`src/rtl/mia_map.svh`:
```
// Purpose: offsets, fields, reset values and codes of the mmd access slice
// Assumes: registers sit at byte address four times their index
// Notes:   definitions only
`ifndef MIA_MAP_SVH
`define MIA_MAP_SVH

`define MIA_IDX_CTRL   6'h0d
`define MIA_IDX_WIN    6'h0e
`define MIA_IDX_STAT   6'h0f
`define MIA_ADDR_CTRL  ({`MIA_IDX_CTRL, 2'b00})
`define MIA_ADDR_WIN   ({`MIA_IDX_WIN, 2'b00})
`define MIA_ADDR_STAT  ({`MIA_IDX_STAT, 2'b00})

`define MIA_OP_HI      15
`define MIA_OP_LO      14
`define MIA_DEV_HI     4
`define MIA_NUM_DEV    32

`define MIA_CTRL_RST   16'h0000
`define MIA_WIN_RST    16'h0000
`define MIA_STAT_VAL   16'h3000

`define MIA_RESP_OKAY  2'b00
`define MIA_RESP_SLV   2'b10

`endif

```
`src/rtl/mia_pkg.sv`:
```
// Purpose: types of the mmd access slice
// Assumes: none
// Notes:   numbers live in mia_map.svh
package mia_pkg;

    typedef enum logic [1:0] {
        MIA_OP_REG    = 2'b00,
        MIA_OP_DATA   = 2'b01,
        MIA_OP_INC_RW = 2'b10,
        MIA_OP_INC_W  = 2'b11
    } mia_op_t;

    typedef enum logic [1:0] {
        MIA_SEL_NONE,
        MIA_SEL_CTRL,
        MIA_SEL_WIN,
        MIA_SEL_STAT
    } mia_sel_t;

endpackage

```
`src/rtl/mia_regs.sv`:
```
// Purpose: mmd indirect access control, window and extended status over axi4-lite
// Assumes: mmd register contents sit outside, answering on the mmd port
// Notes:   one write and one read in flight at a time
//
// Overview of operation
// - operation field at control bits 15:14; 00 makes window the address holder.
// - operation 01 moves data and leaves the stored address unchanged.
// - operation 10 moves data and advances the address after reads and writes.
// - operation 11 moves data and advances the address after writes only.
// - control bits 4:0 hold the device address, reset zero, used by window.
// - with operation 00 window writes load and reads return the stored address.
// - with nonzero operation window accesses reach the addressed mmd register data.
// - extended status bits 15 and 14 read zero, read only.
// - extended status bits 13 and 12 read one, read only.
//
// The AXI4-Lite slave port is this design's own decision.
`timescale 1ns/1ps
`default_nettype none
`include "mia_map.svh"

module mia_regs
    import mia_pkg::*;
(
    input  wire logic        sys_clk_i,
    input  wire logic        reset_n_i,
    input  wire logic [7:0]  s_axi_awaddr_i,
    input  wire logic        s_axi_awvalid_i,
    output logic             s_axi_awready_o,
    input  wire logic [31:0] s_axi_wdata_i,
    input  wire logic [3:0]  s_axi_wstrb_i,
    input  wire logic        s_axi_wvalid_i,
    output logic             s_axi_wready_o,
    output logic [1:0]       s_axi_bresp_o,
    output logic             s_axi_bvalid_o,
    input  wire logic        s_axi_bready_i,
    input  wire logic [7:0]  s_axi_araddr_i,
    input  wire logic        s_axi_arvalid_i,
    output logic             s_axi_arready_o,
    output logic [31:0]      s_axi_rdata_o,
    output logic [1:0]       s_axi_rresp_o,
    output logic             s_axi_rvalid_o,
    input  wire logic        s_axi_rready_i,
    output logic [4:0]       mmd_dev_o,
    output logic [15:0]      mmd_addr_o,
    output logic [15:0]      mmd_wdata_o,
    output logic [1:0]       mmd_be_o,
    output logic             mmd_wr_o,
    output logic             mmd_rd_o,
    input  wire logic [15:0] mmd_rdata_i
);

    // ------------------------------------------------------------
    // functions
    // ------------------------------------------------------------
    function automatic mia_sel_t decode(input logic [7:0] a);
        case (a)
            `MIA_ADDR_CTRL: decode = MIA_SEL_CTRL;
            `MIA_ADDR_WIN:  decode = MIA_SEL_WIN;
            `MIA_ADDR_STAT: decode = MIA_SEL_STAT;
            default:        decode = MIA_SEL_NONE;
        endcase
    endfunction

    function automatic logic [15:0] merge(
        input logic [15:0] old_v,
        input logic [15:0] new_v,
        input logic [1:0]  be
    );
        merge = {be[1] ? new_v[15:8] : old_v[15:8],
                 be[0] ? new_v[7:0]  : old_v[7:0]};
    endfunction

    // ------------------------------------------------------------
    // declarations
    // ------------------------------------------------------------
    logic        aw_full_reg;
    logic [7:0]  aw_addr_reg;
    logic        w_full_reg;
    logic [15:0] w_data_reg;
    logic [1:0]  w_be_reg;
    logic        bvalid_reg;
    logic [1:0]  bresp_reg;
    logic        rvalid_reg;
    logic [1:0]  rresp_reg;
    logic [15:0] rdata_reg;
    logic [15:0] ctrl_reg;
    logic [15:0] addr_mem [`MIA_NUM_DEV];

    logic        wr_go;
    logic        rd_go;
    mia_sel_t    wr_sel;
    mia_sel_t    rd_sel;
    mia_op_t     op;
    logic [4:0]  dev;
    logic [15:0] cur_addr;
    logic        ctrl_wr;
    logic        win_wr;
    logic        win_rd;
    logic        inc_w;
    logic        inc_r;
    logic [15:0] step;
    logic [15:0] rd_word;

    // ------------------------------------------------------------
    // write channels
    // ------------------------------------------------------------
    // address and data are held apart so either may arrive first
    assign s_axi_awready_o = !aw_full_reg;
    assign s_axi_wready_o  = !w_full_reg;
    assign wr_go  = aw_full_reg && w_full_reg && !bvalid_reg;
    assign wr_sel = decode(aw_addr_reg);

    always_ff @(posedge sys_clk_i or negedge reset_n_i) begin
        if (!reset_n_i) begin
            aw_full_reg <= 1'b0;
            aw_addr_reg <= 8'h00;
        end else if (s_axi_awvalid_i && !aw_full_reg) begin
            aw_full_reg <= 1'b1;
            aw_addr_reg <= s_axi_awaddr_i;
        end else if (wr_go) begin
            aw_full_reg <= 1'b0;
        end
    end

    always_ff @(posedge sys_clk_i or negedge reset_n_i) begin
        if (!reset_n_i) begin
            w_full_reg <= 1'b0;
            w_data_reg <= 16'h0000;
            w_be_reg   <= 2'b00;
        end else if (s_axi_wvalid_i && !w_full_reg) begin
            w_full_reg <= 1'b1;
            w_data_reg <= s_axi_wdata_i[15:0];
            w_be_reg   <= s_axi_wstrb_i[1:0];
        end else if (wr_go) begin
            w_full_reg <= 1'b0;
        end
    end

    always_ff @(posedge sys_clk_i or negedge reset_n_i) begin
        if (!reset_n_i) begin
            bvalid_reg <= 1'b0;
            bresp_reg  <= `MIA_RESP_OKAY;
        end else if (wr_go) begin
            bvalid_reg <= 1'b1;
            bresp_reg  <= (wr_sel == MIA_SEL_NONE) ? `MIA_RESP_SLV : `MIA_RESP_OKAY;
        end else if (s_axi_bready_i) begin
            bvalid_reg <= 1'b0;
        end
    end

    assign s_axi_bvalid_o = bvalid_reg;
    assign s_axi_bresp_o  = bresp_reg;

    // ------------------------------------------------------------
    // control register
    // ------------------------------------------------------------
    assign ctrl_wr = wr_go && (wr_sel == MIA_SEL_CTRL);
    assign op      = mia_op_t'(ctrl_reg[`MIA_OP_HI:`MIA_OP_LO]);
    assign dev     = ctrl_reg[`MIA_DEV_HI:0];

    // reserved bits 13:5 are kept as plain storage
    always_ff @(posedge sys_clk_i or negedge reset_n_i) begin
        if (!reset_n_i) begin
            ctrl_reg <= `MIA_CTRL_RST;
        end else if (ctrl_wr) begin
            ctrl_reg <= merge(ctrl_reg, w_data_reg, w_be_reg);
        end
    end

    // ------------------------------------------------------------
    // window and stored addresses
    // ------------------------------------------------------------
    // one stored address per device, so switching devices loses nothing
    assign cur_addr = addr_mem[dev];
    assign win_wr   = wr_go && (wr_sel == MIA_SEL_WIN);
    assign win_rd   = rd_go && (rd_sel == MIA_SEL_WIN);
    assign inc_w    = win_wr &&
                      ((op == MIA_OP_INC_RW) || (op == MIA_OP_INC_W));
    assign inc_r    = win_rd && (op == MIA_OP_INC_RW);
    // a read and a write in one cycle each count
    assign step     = {15'h0000, inc_w} + {15'h0000, inc_r};

    always_ff @(posedge sys_clk_i or negedge reset_n_i) begin
        if (!reset_n_i) begin
            for (int i = 0; i < `MIA_NUM_DEV; i++) begin
                addr_mem[i] <= `MIA_WIN_RST;
            end
        end else if (win_wr && (op == MIA_OP_REG)) begin
            addr_mem[dev] <= merge(cur_addr, w_data_reg, w_be_reg);
        end else if (inc_w || inc_r) begin
            addr_mem[dev] <= cur_addr + step;
        end
    end

    // ------------------------------------------------------------
    // mmd data port
    // ------------------------------------------------------------
    assign mmd_dev_o   = dev;
    assign mmd_addr_o  = cur_addr;
    assign mmd_wdata_o = w_data_reg;
    assign mmd_be_o    = w_be_reg;
    assign mmd_wr_o    = win_wr && (op != MIA_OP_REG);
    assign mmd_rd_o    = win_rd && (op != MIA_OP_REG);

    // ------------------------------------------------------------
    // read channel
    // ------------------------------------------------------------
    assign s_axi_arready_o = !rvalid_reg;
    assign rd_go  = s_axi_arvalid_i && !rvalid_reg;
    assign rd_sel = decode(s_axi_araddr_i);

    always_comb begin
        case (rd_sel)
            MIA_SEL_CTRL: rd_word = ctrl_reg;
            MIA_SEL_WIN:  rd_word = (op == MIA_OP_REG) ? cur_addr
                                                       : mmd_rdata_i;
            MIA_SEL_STAT: rd_word = `MIA_STAT_VAL;
            default:      rd_word = 16'h0000;
        endcase
    end

    always_ff @(posedge sys_clk_i or negedge reset_n_i) begin
        if (!reset_n_i) begin
            rvalid_reg <= 1'b0;
            rresp_reg  <= `MIA_RESP_OKAY;
            rdata_reg  <= 16'h0000;
        end else if (rd_go) begin
            rvalid_reg <= 1'b1;
            rresp_reg  <= (rd_sel == MIA_SEL_NONE) ? `MIA_RESP_SLV : `MIA_RESP_OKAY;
            rdata_reg  <= rd_word;
        end else if (s_axi_rready_i) begin
            rvalid_reg <= 1'b0;
        end
    end

    assign s_axi_rvalid_o = rvalid_reg;
    assign s_axi_rresp_o  = rresp_reg;
    assign s_axi_rdata_o  = {16'h0000, rdata_reg};
endmodule // mia_regs

`default_nettype wire
```
`config.mk`:
```
export PLATFORM = sky130hd
export DESIGN_NAME = mia_regs
export DESIGN_NICKNAME = d
export VERILOG_FILES = /design/src/rtl/mia_pkg.sv /design/src/rtl/mia_regs.sv
export VERILOG_INCLUDE_DIRS = /design/src /design/src/rtl
export SDC_FILE = /design/constraint.sdc
export NUM_CORES = 1
export LEC_CHECK = 0
export BUFFER_PORTS_ARGS = -buffer_cell sky130_fd_sc_hd__buf_2
export CAP_MARGIN = 20
export CORE_MARGIN = 3
export CORE_UTILIZATION = 53
export CTS_CLUSTER_SIZE = 14
export DETAILED_ROUTE_END_ITERATION = 7
export PLACE_DENSITY = 0.83
export SYNTH_ARGS = -nofsm -noshare
export SYNTH_HDL_FRONTEND = slang
export SYNTH_SLANG_ARGS = --single-unit
```
`constraint.sdc`:
```
create_clock -name sys_clk_i -period 5.6 [get_ports sys_clk_i]
set_clock_uncertainty 0.2 [all_clocks]
set_input_delay 0.56 -clock sys_clk_i [delete_from_list [all_inputs] [get_ports sys_clk_i]]
set_output_delay 0.56 -clock sys_clk_i [all_outputs]
set_load 0.005 [all_outputs]
```
==> results.txt, run 1 <==
----------------------------------------------------
[Global routing]
  Wire length of the first global-routing pass ... 125 mm
  Number of global-route vias before repair ... 22100
  Largest net degree at the start of global routing ... 164
  Sum of overflow across all layers after global routing ... 0
  Global routing usage summed across all routing layers ... 29.8%
  Initial antenna violation count ... 0

[Floorplanning]
  Chip Width ... 231 um
  Number of placement rows ... 81
  Area of the die ... 53400 um^2
  IO Count ... 157
  Placeable core region ... 49500 um^2
  Effective utilization at floorplan ... 54.3%
  Die extent in y ... 231 um

[STA]
  Final period utilization ... 93.8%
  Fin Setup TNS ... 0 ns
  RSZ-0062 raised after global routing ... no
  Maximum achievable frequency ... 0.190 GHz
  Worst slew margin relative to its limit ... 23.1%
  Time the final worst path needs with I/O delays and setup ... 5.26 ns
  Total of endpoints with negative setup slack in the final report ... 0
  Worst-margin pin slew ... 1.15 ns
  Number of pins exceeding their max-slew limit in the final report ... 0
  Hold Fails Final Rpt ... 0

[Placement]
  Placer's final routability congestion estimate ... 0.974
  Count of input and output buffers ... 120
  Half-perimeter wire length after placement ... 52.6 mm
  Placed instance area ... 27900 um^2

[Setup path]
  Worst-path cell with the longest stage delay ... dfrtp_1
  Worst endpoint data arrival time ... 5.50 ns
  R2R cell count ... 12
  Worst reg2reg path startpoint ... ctrl_reg[2]$_DFFE_PN0P_
  Critical register-to-register path endpoint ... addr_mem[492]$_DFFE_PN0P_
  Cells traversed along the worst timing path ... nor2b_1 > nand2b_1 > o22ai_1 > nor4_2 > inv_1 > fa_1 > inv_1 > ha_1 > nand3_2 > o41ai_1 > o211a_4 > a21oi_1
  Data required, critical path ... 5.85 ns
  R2R setup slack ... 0.34 ns
  Worst Path Max Fanout ... 32
  Worst Setup Start Kind ... register
  Library cell appearing most often on the critical path ... inv_1
  Cell family contributing the most delay on the critical path ... compound AO/OA/AOI/OAI gates
  CP Class ... reg -> reg
  Depth of the critical timing path with buffers and inverters included ... 12
  Kind of end point of the critical path ... register
  Crit path buf inv count ... 2
  Slowest Stage Delay on Critical Path ... 0.92 ns

[Power]
  Ratio of total power to cell area ... 331 nW/um^2
  Leakage power summed over all cells ... 11.7 nW
  Worst supply voltage drop on vdd ... 0.238 mV

[Cells and area]
  Register with the most flip-flops ... addr_mem
  Fraction of layout instances using a drive strength above 1 ... 17.2%
  Antenna diode instance count ... 0
  Synthesis-to-finish area growth ... 11.5%
  Most frequent cells in the layout ... dfrtp_1 (575), nand2_1 (369), o21ai_0 (278), nor2_1 (269), mux2i_1 (228)
  Most common cell after layout, fill and taps aside ... dfrtp_1
  Count of nets after finishing ... 2740
  FF+latch area ... 14400 um^2
  Cell area after layout ... 30000 um^2
  Area used by multi-input combinational logic ... 11400 um^2
  Number of flip-flops under the largest register name ... 512
  Filler Cells Inserted ... 3784

[Route]
  Count of vias placed by the detailed router ... 21800
  Mean routed wirelength per cell ... 24.0 um
  Number of iterations in the first detailed-routing pass ... 6
  Total Routed Length ... 81.0 mm
  Post-detailed-route via-to-cell ratio ... 6.45
  Final routed DRC violation total ... 0
  Antenna Nets Post-Route ... 0
  Iteration-0 DRC Markers ... 2433

[Yosys]
  Post-Synthesis Cell Area ... 26900 um^2
  Prevailing post-synth register cell ... dfrtp_1
  Proportion of synthesized chip area in sequential cells ... 53.7%
  Share of synthesized flip-flops with an asynchronous set or reset ... 100%
  Adder-Cell Fraction of Synth Area ... 0.121%
  Synthesized-area fraction occupied by xor and xnor cells ... 0%
  Dominant combinational cell family by area after synthesis ... compound AO/OA/AOI/OAI gates
  Mux share of post-synthesis cell area ... 13.5%
  Number of standard cells after synthesis ... 2594
  Number of distinct library cells after synthesis ... 67
  Post-Synth Simple-Gate Area ... 13.1%
  Total of flip-flops plus latches after synthesis ... 576
  Number of enable flip-flop cells after synthesis ... 0
  Post-synthesis average cell area ... 10.4 um^2
  Synth warn ... 0
  Synthesized-area fraction occupied by ao, oa, aoi and oai cells ... 15.3%

[Min path]
  Min-delay worst type ... in -> reg
  Number of cells traversed by the worst hold path ... 2
  Hold Path End ... mmd_wdata_o[10]$_DFFE_PN0P_
  Source of the worst hold timing path ... s_axi_wdata_i[10]

[Clock network]
  Maximum level of the CTS H-tree ... 2
  Clock transition time at the flip-flop clock pins of the worst setup and hold paths ... 0.07 ns
  CTS-repair resized insts ... 0
  Num CTS Buffers ... 55
  Clock tree root buffer cell ... clkbuf_16
  Clock Latency Late Sink ... 0.60 ns
  Clock tree from TritonCTS ... built
  Maximum count of clock buffers along a single path ... 3
  Clock sink count ... 576

[Run]
  Number of max-cap violations ... 0

[Outcome]
  Run status ... completed

----------------------------------------------------
==> metal layers <==
metal | GRT usage, % | part of all wire [%] | vias to the layer above
li1 | - | - | 9317
met1 | 36.8 | 36 | 10700
met2 | 47.0 | 46 | 1368
met3 | 8.24 | 11 | 391
met4 | 18.2 | 7.0 | 0
met5 | 0 | 0 | -
==> synth_stat cells (30+ instances only) <==
| cell type | instances | area [um^2] |
|---|---|---|
| o21ai_0 | 279 | 1400 |
| o21ai_1 | 30 | 150 |
| dfrtp_1 | 576 | 14400 |
| mux2_4 | 31 | 465 |
| clkbuf_1 | 94 | 353 |
| nor3_1 | 46 | 230 |
| buf_2 | 38 | 190 |
| a31oi_1 | 71 | 444 |
| mux2i_1 | 228 | 2280 |
| mux2_2 | 44 | 495 |
| o22ai_1 | 115 | 719 |
| buf_4 | 30 | 225 |
| a21oi_2 | 30 | 263 |
| nor2_1 | 269 | 1010 |
| a31oi_2 | 30 | 375 |
| a21oi_1 | 89 | 445 |
| nand2_1 | 369 | 1390 |
==> cell type report <==
class                           instances  share of cell area, %
Clock inverter                         23                  0.777
Timing Repair Buffer                  199                   4.53
Multi-Input combinational cell       1822                   38.2
Clock buffer                           80                   5.52
Sequential cell                       576                   48.1
Tap cell                              664                   2.77
Inverter                                9                  0.113
==> timing repair <==
action	4_1_cts	5_1_grt
buffers inserted	0	0
endpoints found under the hold margin	106	0
hold buffers	21	0
==> metrics by stage <==
stage	power [mW]	utilization [%]	hold WS, ns	instances	setup WS (ns)
CTS	9.85	60.6	0.000915	3372	0.490
floorplan	5.47	-	0.0644	2611	1.37
global placement	5.97	56.3	0.258	3247	0.604
detailed placement	6.02	56.3	0.266	3248	0.501
global route	10.2	60.6	0.00211	3373	0.107
finish	9.90	60.6	0.00894	3373	0.344
==> worst max-delay path by stage <==
stage	endpoint	slack, ns	start
detailed placement	addr_mem[492]$_DFFE_PN0P_	0.50	ctrl_reg[2]$_DFFE_PN0P_
CTS	addr_mem[492]$_DFFE_PN0P_	0.49	ctrl_reg[2]$_DFFE_PN0P_
floorplan	addr_mem[268]$_DFFE_PN0P_	1.37	ctrl_reg[0]$_DFFE_PN0P_
global route	addr_mem[492]$_DFFE_PN0P_	0.11	ctrl_reg[2]$_DFFE_PN0P_
global placement	addr_mem[493]$_DFFE_PN0P_	0.60	ctrl_reg[3]$_DFFE_PN0P_
finish	addr_mem[492]$_DFFE_PN0P_	0.34	ctrl_reg[2]$_DFFE_PN0P_
==> where the power goes <==
part | internal (mW) | switching, mW | leakage, nW | total (mW)
logic | 0.509 | 1.04 | 3.74 | 1.55
clock network | 2.23 | 1.64 | 0.944 | 3.87
registers | 4.29 | 0.192 | 7.01 | 4.48
total | 7.03 | 2.87 | 11.7 | 9.90
==> cells by family (layout without fill, tap and decap cells) <==
| family | Yosys count | count (layout) |
|---|---|---|
| AOI/OAI and AO/OA | 680 | 680 |
| adders and majority gates | 2 | 2 |
| buffers and inverters | 213 | 311 |
| DFF | 576 | 576 |
| muxes | 321 | 321 |
| other | 1 | 18 |
| and+or+nand+nor | 801 | 801 |
Note: power is estimated with default switching activity, not from simulation.
==> inputs of run 2 (changes only) <==
- CELL_PAD_IN_SITES_DETAIL_PLACEMENT: not set -> 1
- CELL_PAD_IN_SITES_GLOBAL_PLACEMENT: not set -> 1
- CORE_UTILIZATION: 53 -> 49
- PLACE_DENSITY: 0.83 -> not set
- PLACE_DENSITY_LB_ADDON: not set -> 0.1
==> results.txt, run 2 (synthesis gave the netlist of run 1 again) <==
----------------------------------------------------
[Clock network]
  CTS-repair resized insts ... 0
  Clock sink count ... 576
  Clock tree root buffer cell ... clkbuf_16
  Clock transition time at the flip-flop clock pins of the worst setup and hold paths ... 0.06 ns
  Num CTS Buffers ... 61
  Maximum level of the CTS H-tree ... 2
  Maximum count of clock buffers along a single path ... 3
  Clock Latency Late Sink ... 0.64 ns
  Clock tree from TritonCTS ... built

[Cells and area]
  Most frequent cells in the layout ... dfrtp_1 (574), nand2_1 (369), o21ai_0 (278), nor2_1 (268), mux2i_1 (228)
  Most common cell after layout, fill and taps aside ... dfrtp_1
  Filler Cells Inserted ... 5824
  Number of flip-flops under the largest register name ... 512
  Synthesis-to-finish area growth ... 13.7%
  Number of non-filler instances in the completed layout ... 3454
  Fraction of layout instances using a drive strength above 1 ... 18.3%
  Cell area after layout ... 30600 um^2
  Register with the most flip-flops ... addr_mem
  Count of nets after finishing ... 2780

[Power]
  Leakage power summed over all cells ... 12.0 nW
  Ratio of total power to cell area ... 338 nW/um^2
  Worst supply voltage drop on vdd ... 0.279 mV
  Internal power contribution ... 7.30 mW
  Share of power burned in combinational logic ... 16.1%
  Net switching power figure ... 3.01 mW
  Part of the total power dissipated in the clock network ... 40.3%
  Flop pwr share ... 43.5%
  Fraction of power spent switching nets ... 29.2%

[Setup path]
  Cells traversed along the worst timing path ... nor2b_1 > nand2b_1 > o22ai_1 > nor4_2 > buf_4 > inv_1 > fa_1 > inv_1 > ha_1 > nand3_2 > or4_1 > o211a_4 > buf_12 > a21oi_1
  Worst-path cell with the longest stage delay ... or4_1
  Data required, critical path ... 5.95 ns
  Library cell appearing most often on the critical path ... inv_1
  R2R setup slack ... 0.71 ns
  Kind of end point of the critical path ... register
  Worst endpoint data arrival time ... 5.25 ns
  Worst Setup Start Kind ... register
  Worst Path Max Fanout ... 24
  Slowest Stage Delay on Critical Path ... 0.63 ns
  CP Class ... reg -> reg

[Route]
  Final routed DRC violation total ... 0
  Post-detailed-route via-to-cell ratio ... 6.16
  Antenna Nets Post-Route ... 0
  Iteration-0 DRC Markers ... 1482
  Count of vias placed by the detailed router ... 21300
  Mean routed wirelength per cell ... 26.7 um
  Number of iterations in the first detailed-routing pass ... 5
  Total Routed Length ... 92.2 mm

[Global routing]
  Largest net degree at the start of global routing ... 171
  Wire length of the first global-routing pass ... 140 mm
  Initial antenna violation count ... 0
  Global routing usage summed across all routing layers ... 32.1%
  Sum of overflow across all layers after global routing ... 0
  Number of global-route vias before repair ... 22700

[STA]
  Final period utilization ... 87.4%
  RSZ-0062 raised after global routing ... no
  Hold Fails Final Rpt ... 0
  Worst-margin pin slew ... 1.23 ns
  Total of endpoints with negative setup slack in the final report ... 0
  Time the final worst path needs with I/O delays and setup ... 4.89 ns
  Fin Setup TNS ... 0 ns
  Number of pins exceeding their max-slew limit in the final report ... 0
  Maximum achievable frequency ... 0.204 GHz
  Worst slew margin relative to its limit ... 16.9%

[Floorplanning]
  Die extent in y ... 240 um
  Effective utilization at floorplan ... 49.7%
  Chip Width ... 240 um
  Number of placement rows ... 85
  IO Count ... 157
  Area of the die ... 57700 um^2
  Placeable core region ... 54000 um^2

[Placement]
  Half-perimeter wire length after placement ... 60.6 mm
  # placed instances ... 3302
  Count of input and output buffers ... 120
  Placed instance area ... 28100 um^2
  Placer's final routability congestion estimate ... 0.922

[Run]
  Number of max-cap violations ... 0

[Min path]
  Min-delay worst type ... in -> reg

[Outcome]
  Run status ... completed

----------------------------------------------------
run 2: worst max-delay path: cells and delay by family (launching register included):
kind	cells	cell delay (ns)
adders and majority gates	2	0.70
AOI/OAI and AO/OA	3	0.71
DFF	1	0.60
buffers and inverters	4	0.62
and+or+nand+nor	5	1.94
run 2: through the flow:
step / setup WS (ns) / power (mW) / hold slack [ns] / util, %
global route: 0.566 / 10.7 / 0.133 / 56.5
CTS: 0.540 / 10.3 / 0.0695 / 56.5
global placement: 0.760 / 6.13 / 0.256 / 52.1
floorplan: 1.37 / 5.47 / 0.0644 / -
detailed placement: 0.577 / 6.18 / 0.265 / 52.1
finish: 0.706 / 10.3 / 0.109 / 56.6
run 2: path summary, 6_finish.rpt:
path | startpoint | cells past startpoint | to
worst max-delay path | ctrl_reg[4]$_DFFE_PN0P_ | 14 | addr_mem[492]$_DFFE_PN0P_
worst min-delay path | s_axi_araddr_i[3] | 3 | rdata_reg[13]$_DFFE_PN0P_
worst max register to register | ctrl_reg[4]$_DFFE_PN0P_ | 14 | addr_mem[492]$_DFFE_PN0P_
worst min register to register | addr_mem[482]$_DFFE_PN0P_ | 2 | addr_mem[482]$_DFFE_PN0P_
max in group asynchronous | reset_n_i | 3 | addr_mem[298]$_DFFE_PN0P_
min in group asynchronous | reset_n_i | 2 | addr_mem[418]$_DFFE_PN0P_
run 2: area by class of cell:
cell class | instances | area, um^2 | area share (%)
Antenna cell | 2 | 5.00 | 0.0164
Clock buffer | 91 | 1830 | 5.99
Clock inverter | 25 | 234 | 0.766
Inverter | 9 | 33.8 | 0.111
Multi-Input combinational cell | 1822 | 11400 | 37.5
Sequential cell | 576 | 14400 | 47.2
Tap cell | 696 | 871 | 2.85
Timing Repair Buffer | 233 | 1710 | 5.61
run 2: what timing repair did:
action | 4_1_cts | 5_1_grt
setup buffers | 0 | 0
hold endpoints to repair | 138 | 0
hold buffers | 31 | 0
run 2: routing by layer:
| layer | GRT usage, % | wire length, um | share of wire, % | vias to the layer above |
|---|---|---|---|---|
| met1 | 41.5 | 38000 | 41 | 11100 |
| met5 | 0 | 0 | 0 | - |
| met4 | 13.1 | 3830 | 4.2 | 0 |
| met2 | 54.7 | 45900 | 50 | 629 |
| li1 | - | - | - | 9404 |
| met3 | 4.42 | 4500 | 4.9 | 181 |
run 2: power groups by stage:
stage               combinational [mW]  sequential [mW]  clock, mW
floorplan                         1.01             4.46          0
global placement                  1.58             4.55          0
detailed placement                1.62             4.56          0
CTS                               1.64             4.49       4.21
global route                      1.75             4.51       4.40
finish                            1.66             4.49       4.16
